$ cat config.mk
export PLATFORM = sky130hd
export DESIGN_NAME = amp_mode_and_fault_supervisor
export DESIGN_NICKNAME = d
export VERILOG_FILES = /design/src/amp_supervisor_pkg.sv /design/src/amp_mode_and_fault_supervisor.sv
export SDC_FILE = /design/constraint.sdc
export NUM_CORES = 1
export LEC_CHECK = 0
export BUFFER_PORTS_ARGS = -buffer_cell sky130_fd_sc_hd__buf_4
export CAP_MARGIN = 30
export CORE_MARGIN = 2
export CORE_UTILIZATION = 25
export CTS_BUF_LIST = sky130_fd_sc_hd__clkbuf_8
export DETAILED_ROUTE_END_ITERATION = 10
export PLACE_DENSITY_LB_ADDON = 0.25
export RECOVER_POWER = 25
export SLEW_MARGIN = 20
export SYNTH_ARGS = -nofsm -noshare
export SYNTH_HDL_FRONTEND = slang
export SYNTH_SLANG_ARGS = --single-unit
$ cat constraint.sdc
create_clock -name i_core_clk -period 8.5 [get_ports i_core_clk]
set_input_delay 1.7 -clock i_core_clk [delete_from_list [all_inputs] [get_ports i_core_clk]]
set_output_delay 1.7 -clock i_core_clk [all_outputs]
set_load 0.005 [all_outputs]
$ cat src/amp_supervisor_pkg.sv
package amp_supervisor_pkg;

  // ----------------------------------------------------------------
  // timing
  // ----------------------------------------------------------------
  localparam int unsigned CLK_PERIOD_NS   = 10;          // core clock period
  localparam int unsigned BOOT_TIME_US    = 10;          // boot sequence length
  localparam int unsigned BOOT_CYCLES     = (BOOT_TIME_US * 1000) / CLK_PERIOD_NS;
  localparam int unsigned UNMUTE_TIME_MS  = 20;          // unmute delay
  localparam int unsigned UNMUTE_CYCLES   = (UNMUTE_TIME_MS * 1000000) / CLK_PERIOD_NS;
  localparam int unsigned DC_TIME_MS      = 1000;        // one period of 1 Hz
  localparam int unsigned DC_CYCLES       = (DC_TIME_MS * 1000000) / CLK_PERIOD_NS;
  localparam int unsigned RESTART_TIME_MS = 100;         // auto restart wait
  localparam int unsigned RESTART_CYCLES  = (RESTART_TIME_MS * 1000000) / CLK_PERIOD_NS;

  // ----------------------------------------------------------------
  // field layouts
  // ----------------------------------------------------------------
  localparam int unsigned GEN_W        = 7;  // general fault vector width
  localparam int unsigned GEN_LOW_TEMP = 0;
  localparam int unsigned GEN_AUDIO_IN = 1;
  localparam int unsigned GEN_PLL      = 2;
  localparam int unsigned GEN_SUP_HIGH = 3;
  localparam int unsigned GEN_SUP_LOW  = 4;
  localparam int unsigned GEN_OTE      = 5;
  localparam int unsigned GEN_OTW      = 6;
  localparam int unsigned CH_W         = 3;  // per channel fault width
  localparam int unsigned CH_DC        = 0;
  localparam int unsigned CH_FLYCAP    = 1;
  localparam int unsigned CH_OC        = 2;

  // ----------------------------------------------------------------
  // reset values
  // ----------------------------------------------------------------
  localparam logic [1:0] GAIN_RESET = 2'h3;

  typedef enum logic [1:0] {
    ST_SHUTDOWN,
    ST_BOOT,
    ST_NORMAL
  } run_state_type;

  typedef enum logic [1:0] {
    CH_RUN,
    CH_TRIPPED,
    CH_RESTART
  } chan_state_type;

endpackage : amp_supervisor_pkg

$ cat src/amp_mode_and_fault_supervisor.sv
module amp_mode_and_fault_supervisor #(
  parameter int unsigned BOOT_CNT    = amp_supervisor_pkg::BOOT_CYCLES,
  parameter int unsigned UNMUTE_CNT  = amp_supervisor_pkg::UNMUTE_CYCLES,
  parameter int unsigned DC_CNT      = amp_supervisor_pkg::DC_CYCLES,
  parameter int unsigned RESTART_CNT = amp_supervisor_pkg::RESTART_CYCLES
) (
  input  wire logic       i_core_clk,
  input  wire logic       i_resetn,
  input  wire logic       i_clk_en,
  input  wire logic       i_enable,              // enable pin
  input  wire logic       i_mute_pin_n,          // active-low mute pin
  input  wire logic       i_output_config_pin,   // 0 paralleled, 1 bridge
  input  wire logic       i_mute_source_reg,     // 1: mute follows bits
  input  wire logic [1:0] i_channel_silence_bits,
  input  wire logic [1:0] i_channel_off_bits,
  input  wire logic       i_standby,
  input  wire logic       i_paralleled_mode,
  input  wire logic       i_config_override_enable,
  input  wire logic [1:0] i_gain,
  input  wire logic       i_fault_clear_trigger,
  input  wire logic       i_pll_locked,          // synchronized indicators
  input  wire logic       i_level_high,
  input  wire logic [3:0] i_temp_audio_faults,   // low temp, audio, ote, otw
  input  wire logic       i_supply_overvoltage,
  input  wire logic       i_supply_undervoltage,
  input  wire logic       i_supply_lockout,
  input  wire logic [1:0] i_dc_over,
  input  wire logic [1:0] i_flycap_fault,
  input  wire logic [1:0] i_overcurrent,
  output logic [1:0]      o_channel_switch_en,
  output logic [1:0]      o_channel_audio_en,
  output logic            o_second_stage_en,
  output logic            o_two_channel_bridge_config,
  output logic [1:0]      o_gain,
  output logic            o_low_power,
  output logic            o_running,
  output logic            o_fault_pin_n_out,     // open-drain: always 0 data
  output logic            o_fault_pin_n_oe,      // high pulls the pin low
  output logic            o_fault_pin_status,
  output logic [amp_supervisor_pkg::GEN_W-1:0] o_live_fault_vector,
  output logic [amp_supervisor_pkg::GEN_W-1:0] o_general_fault_bits,
  output logic [amp_supervisor_pkg::CH_W-1:0]  o_chan0_fault_bits,
  output logic [amp_supervisor_pkg::CH_W-1:0]  o_chan1_fault_bits
);

  // ----------------------------------------------------------------
  // pin synchronisers
  // ----------------------------------------------------------------
  logic [2:0] pin_meta_q;   // first stage, read only by second
  logic [2:0] pin_sync_q;   // enable, mute_n, config pin

  // two flops per asynchronous pin
  always_ff @(posedge i_core_clk) begin
    if (!i_resetn) begin
      pin_meta_q <= 3'h0;
      pin_sync_q <= 3'h0;
    end else if (i_clk_en) begin
      pin_meta_q <= {i_output_config_pin, i_mute_pin_n, i_enable};
      pin_sync_q <= pin_meta_q;
    end
  end

  wire logic enable_s = pin_sync_q[0];
  wire logic mute_n_s = pin_sync_q[1];
  wire logic config_s = pin_sync_q[2];

  // ----------------------------------------------------------------
  // counter helper
  // ----------------------------------------------------------------
  function automatic logic [31:0] count_down(input logic [31:0] v);
    count_down = (v == 32'h0000_0000) ? 32'h0000_0000 : v - 32'h0000_0001;
  endfunction : count_down

  // ----------------------------------------------------------------
  // run state: shutdown, boot, normal
  // ----------------------------------------------------------------
  amp_supervisor_pkg::run_state_type run_q;
  logic [31:0] boot_cnt_q;
  logic        config_latch_q;   // pin value caught at power-up

  // lockout also forces shutdown; leaving it reboots like power-on
  always_ff @(posedge i_core_clk) begin
    if (!i_resetn) begin
      run_q          <= amp_supervisor_pkg::ST_SHUTDOWN;
      boot_cnt_q     <= 32'h0000_0000;
      config_latch_q <= 1'b1;
    end else if (i_clk_en) begin
      if (!enable_s || i_supply_lockout) begin
        run_q          <= amp_supervisor_pkg::ST_SHUTDOWN;
      end else begin
        case (run_q)
          amp_supervisor_pkg::ST_SHUTDOWN: begin
            run_q          <= amp_supervisor_pkg::ST_BOOT;
            boot_cnt_q     <= 32'(BOOT_CNT);
            config_latch_q <= config_s;
          end
          amp_supervisor_pkg::ST_BOOT: begin
            boot_cnt_q <= count_down(boot_cnt_q);
            if (boot_cnt_q <= 32'h0000_0001) begin
              run_q <= amp_supervisor_pkg::ST_NORMAL;
            end
          end
          amp_supervisor_pkg::ST_NORMAL: begin
            run_q <= amp_supervisor_pkg::ST_NORMAL;
          end
          default: begin
            run_q <= amp_supervisor_pkg::ST_SHUTDOWN;
          end
        endcase
      end
    end
  end

  wire logic running = (run_q == amp_supervisor_pkg::ST_NORMAL);

  // ----------------------------------------------------------------
  // supply protection: overvoltage latch until its clear threshold
  // ----------------------------------------------------------------
  // comparator hysteresis lives in the analog side; here the indicator
  // stays high until the lower clear point, so no extra filter is used
  wire logic supply_stop = i_supply_overvoltage || i_supply_undervoltage;

  // ----------------------------------------------------------------
  // mute with delayed unmute, per channel
  // ----------------------------------------------------------------
  logic [1:0]  unmuted_q;
  logic [31:0] unmute_cnt_q [2];
  logic [1:0]  mute_req;

  // pin or bits, then forced by supply faults
  always_comb begin
    for (int c = 0; c < 2; c++) begin
      mute_req[c] = i_mute_source_reg ? i_channel_silence_bits[c]
                                      : !mute_n_s;
      mute_req[c] = mute_req[c] || supply_stop || !running || i_standby;
    end
  end

  // mute at once, unmute only after the delay has run out
  always_ff @(posedge i_core_clk) begin
    if (!i_resetn) begin
      unmuted_q       <= 2'h0;
      unmute_cnt_q[0] <= 32'h0000_0000;
      unmute_cnt_q[1] <= 32'h0000_0000;
    end else if (i_clk_en) begin
      for (int c = 0; c < 2; c++) begin
        if (mute_req[c]) begin
          unmuted_q[c]    <= 1'b0;
          unmute_cnt_q[c] <= 32'(UNMUTE_CNT);
        end else if (!unmuted_q[c]) begin
          unmute_cnt_q[c] <= count_down(unmute_cnt_q[c]);
          unmuted_q[c]    <= (unmute_cnt_q[c] <= 32'h0000_0001);
        end
      end
    end
  end

  // ----------------------------------------------------------------
  // channel trip and automatic restart (dc and overcurrent)
  // ----------------------------------------------------------------
  amp_supervisor_pkg::chan_state_type chan_q [2];
  logic [31:0] dc_cnt_q    [2];
  logic [31:0] restart_q   [2];
  logic [1:0]  dc_trip_q;       // one-cycle event per channel
  logic [1:0]  oc_trip_q;

  // dc must persist a full 1 Hz period before tripping
  always_ff @(posedge i_core_clk) begin
    if (!i_resetn) begin
      for (int c = 0; c < 2; c++) begin
        chan_q[c]    <= amp_supervisor_pkg::CH_RUN;
        dc_cnt_q[c]  <= 32'h0000_0000;
        restart_q[c] <= 32'h0000_0000;
      end
      dc_trip_q <= 2'h0;
      oc_trip_q <= 2'h0;
    end else if (i_clk_en) begin
      for (int c = 0; c < 2; c++) begin
        dc_trip_q[c] <= 1'b0;
        oc_trip_q[c] <= 1'b0;
        dc_cnt_q[c]  <= i_dc_over[c] ? dc_cnt_q[c] + 32'h0000_0001 : 32'h0000_0000;
        case (chan_q[c])
          amp_supervisor_pkg::CH_RUN: begin
            if (i_overcurrent[c]) begin
              chan_q[c]    <= amp_supervisor_pkg::CH_TRIPPED;
              oc_trip_q[c] <= 1'b1;
            end else if (i_dc_over[c] && dc_cnt_q[c] >= 32'(DC_CNT)) begin
              chan_q[c]    <= amp_supervisor_pkg::CH_TRIPPED;
              dc_trip_q[c] <= 1'b1;
            end
          end
          amp_supervisor_pkg::CH_TRIPPED: begin
            chan_q[c]    <= amp_supervisor_pkg::CH_RESTART;
            restart_q[c] <= 32'(RESTART_CNT);
          end
          amp_supervisor_pkg::CH_RESTART: begin
            restart_q[c] <= count_down(restart_q[c]);
            if (restart_q[c] <= 32'h0000_0001) begin
              chan_q[c]   <= amp_supervisor_pkg::CH_RUN;
              dc_cnt_q[c] <= 32'h0000_0000;
            end
          end
          default: begin
            chan_q[c] <= amp_supervisor_pkg::CH_RUN;
          end
        endcase
      end
    end
  end

  // ----------------------------------------------------------------
  // fault vectors and clear trigger
  // ----------------------------------------------------------------
  logic [amp_supervisor_pkg::GEN_W-1:0] live_d;
  logic [amp_supervisor_pkg::GEN_W-1:0] live_q;
  logic [amp_supervisor_pkg::GEN_W-1:0] gen_sticky_q;
  logic [amp_supervisor_pkg::CH_W-1:0]  ch_event [2];
  logic [amp_supervisor_pkg::CH_W-1:0]  ch_sticky_q [2];
  logic       trig_q;
  logic       trig_armed_q;   // saw 0->1, waiting for 1->0
  wire  logic clear_pulse = trig_armed_q && trig_q && !i_fault_clear_trigger;

  // instantaneous general vector, one bit per source
  always_comb begin
    live_d                                   = '0;
    live_d[amp_supervisor_pkg::GEN_LOW_TEMP] = i_temp_audio_faults[0];
    live_d[amp_supervisor_pkg::GEN_AUDIO_IN] = i_temp_audio_faults[1];
    live_d[amp_supervisor_pkg::GEN_PLL]      = !i_pll_locked;
    live_d[amp_supervisor_pkg::GEN_SUP_HIGH] = i_supply_overvoltage;
    live_d[amp_supervisor_pkg::GEN_SUP_LOW]  = i_supply_undervoltage;
    live_d[amp_supervisor_pkg::GEN_OTE]      = i_temp_audio_faults[2];
    live_d[amp_supervisor_pkg::GEN_OTW]      = i_temp_audio_faults[3];
    for (int c = 0; c < 2; c++) begin
      ch_event[c]                                = '0;
      ch_event[c][amp_supervisor_pkg::CH_DC]     = dc_trip_q[c];
      ch_event[c][amp_supervisor_pkg::CH_FLYCAP] = i_flycap_fault[c];
      ch_event[c][amp_supervisor_pkg::CH_OC]     = oc_trip_q[c];
    end
  end

  // trigger edge tracking
  always_ff @(posedge i_core_clk) begin
    if (!i_resetn) begin
      trig_q       <= 1'b0;
      trig_armed_q <= 1'b0;
    end else if (i_clk_en) begin
      trig_q <= i_fault_clear_trigger;
      if (!trig_q && i_fault_clear_trigger) begin
        trig_armed_q <= 1'b1;
      end else if (clear_pulse) begin
        trig_armed_q <= 1'b0;
      end
    end
  end

  // sticky vectors: a new event in the clear cycle survives
  always_ff @(posedge i_core_clk) begin
    if (!i_resetn) begin
      live_q         <= '0;
      gen_sticky_q   <= '0;
      ch_sticky_q[0] <= '0;
      ch_sticky_q[1] <= '0;
    end else if (i_clk_en) begin
      live_q       <= live_d;
      gen_sticky_q <= (clear_pulse ? '0 : gen_sticky_q) | live_d;
      for (int c = 0; c < 2; c++) begin
        ch_sticky_q[c] <= (clear_pulse ? '0 : ch_sticky_q[c]) | ch_event[c];
      end
    end
  end

  // ----------------------------------------------------------------
  // fault pin, valid only once pll has locked once
  // ----------------------------------------------------------------
  logic pll_seen_q;
  logic fault_q;

  // any live fault or a channel trip pulls the pin low
  always_ff @(posedge i_core_clk) begin
    if (!i_resetn) begin
      pll_seen_q <= 1'b0;
      fault_q    <= 1'b0;
    end else if (i_clk_en) begin
      if (i_pll_locked) begin
        pll_seen_q <= 1'b1;
      end
      fault_q <= pll_seen_q && ((|live_d) || (|dc_trip_q) || (|oc_trip_q)
                 || (|i_flycap_fault));
    end
  end

  // ----------------------------------------------------------------
  // output stage control and profile
  // ----------------------------------------------------------------
  wire logic bridge = (i_config_override_enable && running)
                      ? !i_paralleled_mode : config_latch_q;

  // registered outputs
  always_ff @(posedge i_core_clk) begin
    if (!i_resetn) begin
      o_channel_switch_en         <= 2'h0;
      o_channel_audio_en          <= 2'h0;
      o_second_stage_en           <= 1'b0;
      o_two_channel_bridge_config <= 1'b1;
      o_gain                      <= amp_supervisor_pkg::GAIN_RESET;
      o_low_power                 <= 1'b1;
      o_running                   <= 1'b0;
      o_fault_pin_n_out           <= 1'b0;
      o_fault_pin_n_oe            <= 1'b0;
      o_fault_pin_status          <= 1'b1;
      o_live_fault_vector         <= '0;
      o_general_fault_bits        <= '0;
      o_chan0_fault_bits          <= '0;
      o_chan1_fault_bits          <= '0;
    end else if (i_clk_en) begin
      for (int c = 0; c < 2; c++) begin
        // muted channels still switch for flying capacitor balance
        o_channel_switch_en[c] <= running && !i_standby && !supply_stop
                                  && !i_channel_off_bits[c]
                                  && chan_q[c] == amp_supervisor_pkg::CH_RUN;
        o_channel_audio_en[c]  <= unmuted_q[c] && !i_channel_off_bits[c]
                                  && chan_q[c] == amp_supervisor_pkg::CH_RUN;
      end
      o_second_stage_en           <= bridge || i_level_high;
      o_two_channel_bridge_config <= bridge;
      o_gain                      <= i_gain;
      o_low_power                 <= i_standby || !running;
      o_running                   <= running;
      o_fault_pin_n_out           <= 1'b0;
      o_fault_pin_n_oe            <= fault_q;
      o_fault_pin_status          <= !fault_q;
      o_live_fault_vector         <= live_q;
      o_general_fault_bits        <= gen_sticky_q;
      o_chan0_fault_bits          <= ch_sticky_q[0];
      o_chan1_fault_bits          <= ch_sticky_q[1];
    end
  end

endmodule : amp_mode_and_fault_supervisor

# Word level (Yosys, flattened, before mapping)
# Memory sizes are Yosys's and may differ from the RTL's.
# Index checks and enable logic that the tools add are counted.
# word_totals
register_bits	97
ram_bits	202
input_bits	32
output_inout_bits	33
elab_cells	269
n_memories	5
# classes
add_sub_neg	7
n_lt_le_gt_ge	7
eq_ne	7
mux	125
bitwise_logic	28
n_reduce_logical	63
# memory_table
name	depth	width	rd	rd_clocked_by_memory_dff	wr	line	text
dc_cnt_q	2	32	2	0	2	amp_mode_and_fault_supervisor.sv:162	logic [31:0] dc_cnt_q [2];
restart_q	2	32	2	0	2	amp_mode_and_fault_supervisor.sv:163	logic [31:0] restart_q [2];
unmute_cnt_q	2	32	2	0	2	amp_mode_and_fault_supervisor.sv:127	logic [31:0] unmute_cnt_q [2];
ch_sticky_q	2	3	2	0	2	amp_mode_and_fault_supervisor.sv:218	logic [amp_supervisor_pkg::CH_W-1:0] ch_sticky_q [2];
chan_q	2	2	2	0	2	amp_mode_and_fault_supervisor.sv:161	amp_supervisor_pkg::chan_state_type chan_q [2];
# op_table
operator	n
$mux W32	19
$le A32 B1 Y1 const B	5
$logic_not A32 Y1	5
$sub A32 B1 Y32 const B	5
$mux W1	87
$add A32 B1 Y32 const B	2
$ge A32 B27 Y1 const B	2
$pmux W32 S2	1
$mux W2	12
$or A1 B1 Y1	24
$logic_and A1 B1 Y1	17
$logic_or A1 B1 Y1	13
$logic_not A1 Y1	12
$mux W3	4
$mux W7	1
$or A7 B7 Y7	1
$reduce_or A7 Y1	1
$eq A2 B1 Y1 const B	3
$eq A2 B2 Y1 const B	3
$logic_not A2 Y1	3
$or A3 B3 Y3	2
$pmux W2 S3	1
$reduce_and A2 Y1	3
$reduce_and A3 Y1	2
5 further kinds	9

# Logic depth before layout (Yosys ltp)
# An unclocked memory read counts as a cell.
# logic_depth
word_depth	13
ltp_mapped	9
depth_no_buf	8

# Worst setup path after synthesis
# OpenSTA, ideal clock, no wires.
# synth_timing
kind	input port to flip-flop
start	in i_clk_en
end	mem restart_q[1][0] (enable)
setup_time_ps	466
arrival_ps	4497
required_ps	8034
slack_ps	3537
path_stages	4
n_path_buf	2
path_cell_list	clkbuf_1 -> inv_1 -> buf_2 -> o21ai_0
# synth_lines
item	line	text
start: declaration	amp_mode_and_fault_supervisor.sv:9	input wire logic i_clk_en,
end: declaration	amp_mode_and_fault_supervisor.sv:163	

==> summary.txt <==
Drt
  – Met2 wire len: 16400 um
  – WL/cell: 15.1 um
  – Met3 Wirelength: 1740 um
  – Top Layer Used: met5
  – Final antenna-violating net count: 0
  – Vias: 11431
  – DRC viols: 0
  – Starting DRT DRC Count: 618
  – Met1 wire length: 17800 um
  – Vias per inst: 4.71
  – TritonRoute pass-1 iters: 5
  – Post-Route WL: 36800 um

Run
  – Max-cap viol count: 4

Setup path
  – Reg2reg end: restart_q[0][8]
  – Reg2Reg Launch Point: restart_q[0][10]
  – FF-to-FF path depth: 6
  – CP Capture Type: register
  – CP Launch Type: input pin
  – CP arrival: 6.11 ns
  – Worst Path Max Fanout: 57
  – Worst reg2reg setup slack: 4.82 ns
  – CP Data Required Time: 9.00 ns
  – Worst setup path category: in2reg

Logic synthesis
  – Mapped Nets: 1588
  – Ranking of synthesized cells by area: edfxtp_1 (34%), dfxtp_1 (17%), nor2_1 (7.4%), xnor2_1 (5.6%), xor2_1 (3.8%)
  – Post-synth top area cell: edfxtp_1
  – Yosys top cell area share: 0.343
  – YS warnings: 0
  – Yosys reg bits: 299
  – Synth Cell Area: 14900 um^2
  – Most frequent cell after synthesis: nor2_1
  – Syn_area_per_cell: 9.70 um^2
  – Post-synthesis sequential area ratio: 0.516
  – Post-synth EDFFs: 170
  – Async set-reset flop share out of synthesis: 0
  – Post-Syn Instances: 1537
  – Ys flop type: edfxtp_1
  – Synth cell types: 71
  – Leading cell types by count after synthesis: nor2_1 (292), edfxtp_1 (170), dfxtp_1 (129)

Place
  – I/O Buffers: 63
  – DP Cell Count: 2327
  – DP Wirelength: 24200 um
  – Gpl congestion: 0.750
  – Pre-CTS WS: 3.11 ns

Timing
  – RSZ-0062 raised after global routing: false
  – Slew HR: -0.871
  – Endpoints failing setup: 0
  – Crit share post-route: 0.661
  – Final hold violations: 0
  – Post-route minimum period: 5.62 ns
  – Worst setup skew after layout: 0.0281 ns
  – Worst-Margin Slew: 2.81 ns
  – Final worst slack: 2.88 ns
  – Final slew viol count: 146
  – Setup TNS: 0 ns
  – FMAX: 0.178 GHz

Clocking
  – CTS tree: yes
  – TritonCTS buffer count: 55
  – H-tree lvl count: 2
  – CTS resizes: 0
  – CTS max path bufs: 3
  – Post-CTS setup buffer count: 0
  – CTS Sinks: 299
  – CTS root buf: clkbuf_8
  – CTS hold repair buffers: 0
  – Worst skew pair latency: 0.65 ns
  – Clk slew on worst S/H paths: 0.05 ns

Pwr
  – Power Total: 3280 uW
  – PwrDens: 190 nW/um^2
  – Worst vdd ir: 0.0000863 V
  – Pleak: 0.00614 uW

Global route
  – Global-route wire length before repair: 59700 um
  – Largest net degree at the start of global routing: 66
  – Number of global-route vias before repair: 11176
  – Initial antenna violation count: 1
  – Global route overflow: 0
  – GR Util All Layers: 0.120

Hold path
  – Worst Hold Endpoint: o_fault_pin_n_oe
  – Source of the worst hold timing path: o_fault_pin_n_oe
  – Worst hold path type: reg2reg
  – Number of cells on the worst hold path: 2

Floorplanning
  – Die area: 61600 um^2
  – Initial Utilization: 0.252
  – Io pins: 65
  – Core Box Area: 59000 um^2
  – Die height: 248 um
  – # rows: 89
  – Die width: 248 um

Layout
  – Proportion of layout cells with a drive suffix above 1: 0.107
  – Non-Filler Instances: 2429
  – Layout Utilization: 0.292
  – Fill cells: 6203
  – Antenna Cells: 0
  – Final #Nets: 1664
  – Syn-to-layout area delta: 15.8%

Status
  – Status: finished with violations
  – Failing checks: capacitance limit, slew limit
state kept, by name, indices dropped and copies added, names as in the netlist, 2 cells and up:
| signal | count |
|---|---|
| o_channel_audio_en | 2 |
| gen_sticky_q | 7 |
| boot_cnt_q | 32 |
| live_q | 7 |
| o_general_fault_bits | 7 |
| restart_q | 64 |
| o_channel_switch_en | 2 |
| oc_trip_q | 2 |
| o_chan1_fault_bits | 3 |
| pin_meta_q | 3 |
| ch_sticky_q | 6 |
| chan_q | 4 |
| pin_sync_q | 3 |
| run_q | 2 |
| dc_trip_q | 2 |
| unmuted_q | 2 |
| dc_cnt_q | 64 |
| o_live_fault_vector | 7 |
| o_gain | 2 |
| o_chan0_fault_bits | 3 |
| unmute_cnt_q | 64 |
where the power goes:
group	internal (uW)	leakage, uW	switching, uW
sequential	1610	0.00289	66.9
combinational	116	0.00261	167
clock	698	0.000638	624
total	2420	0.00614	857
final cells by class:
class,count,area [um^2],share of cell area
clock buffer,66,908,0.0526
timing repair buffer,80,583,0.0338
inverter,29,109,0.00631
sequential,299,7690,0.445
clock inverter,34,143,0.00826
multi-input combinational,1148,6860,0.398
tap,773,967,0.0560
per-layer routing:
| metal | up-vias | GRT usage |
|---|---|---|
| met5 | - | 0 |
| met4 | 2 | 0.0378 |
| met3 | 60 | 0.0264 |
| met2 | 199 | 0.186 |
| met1 | 5467 | 0.166 |
| li1 | 5703 | - |
cells in the final DEF (no fill, tap or decap), types with 23 or more instances in the layout:
cell type / instances
clkbuf_8: 66
edfxtp_1: 170
buf_4: 39
o21ai_0: 51
nand3_1: 43
inv_1: 55
clkbuf_4: 26
a21oi_1: 76
dfxtp_1: 129
nor2_1: 291
xnor2_1: 95
xor2_1: 64
mux2i_1: 38
or4_1: 23
or3_1: 34
nand2_1: 112
nor3_1: 70
nor4_1: 42
worst max-delay path by stage:
| stage | startpoint | endpoint |
|---|---|---|
| CTS | i_clk_en | unmute_cnt_q[0][3] |
| global placement | i_supply_overvoltage | unmute_cnt_q[0][3] |
| global route | i_resetn | dc_cnt_q[1][21] |
| finish | i_resetn | dc_cnt_q[1][2] |
| detailed placement | i_clk_en | unmute_cnt_q[0][3] |
| floorplan | i_clk_en | restart_q[1][0] |
through the flow:
stage	hold WS, ns	cell area (um^2)
6_report	0.469	17300
3_5_place_dp	0.460	16200
5_1_grt	0.489	17300
3_3_place_gp	0.451	16200
4_1_cts	0.474	17300
2_1_floorplan	0.425	14900
worst max-delay path: stages:
cell and delay (ns):
clkbuf_1 0.62, clkinv_1 0.20, clkbuf_1 2.02, nor2_1 0.09
buf_4 0.34, inv_2 0.07, buf_4 0.59, o21ai_0 0.20
a21oi_1 0.18, nor2_1 0.05
cell families after synthesis:
group                      Yosys count  share of synthesized area
other                                1                   0.000252
buffers and inverters               90                     0.0243
DFF                                299                      0.516
and+or+nand+nor                    727                      0.240
AOI/OAI and AO/OA                  204                     0.0847
xor gates and xnor gates           159                     0.0935
adders and majority gates           19                     0.0160
muxes                               38                     0.0255
Power figures use the tool's default switching activity.
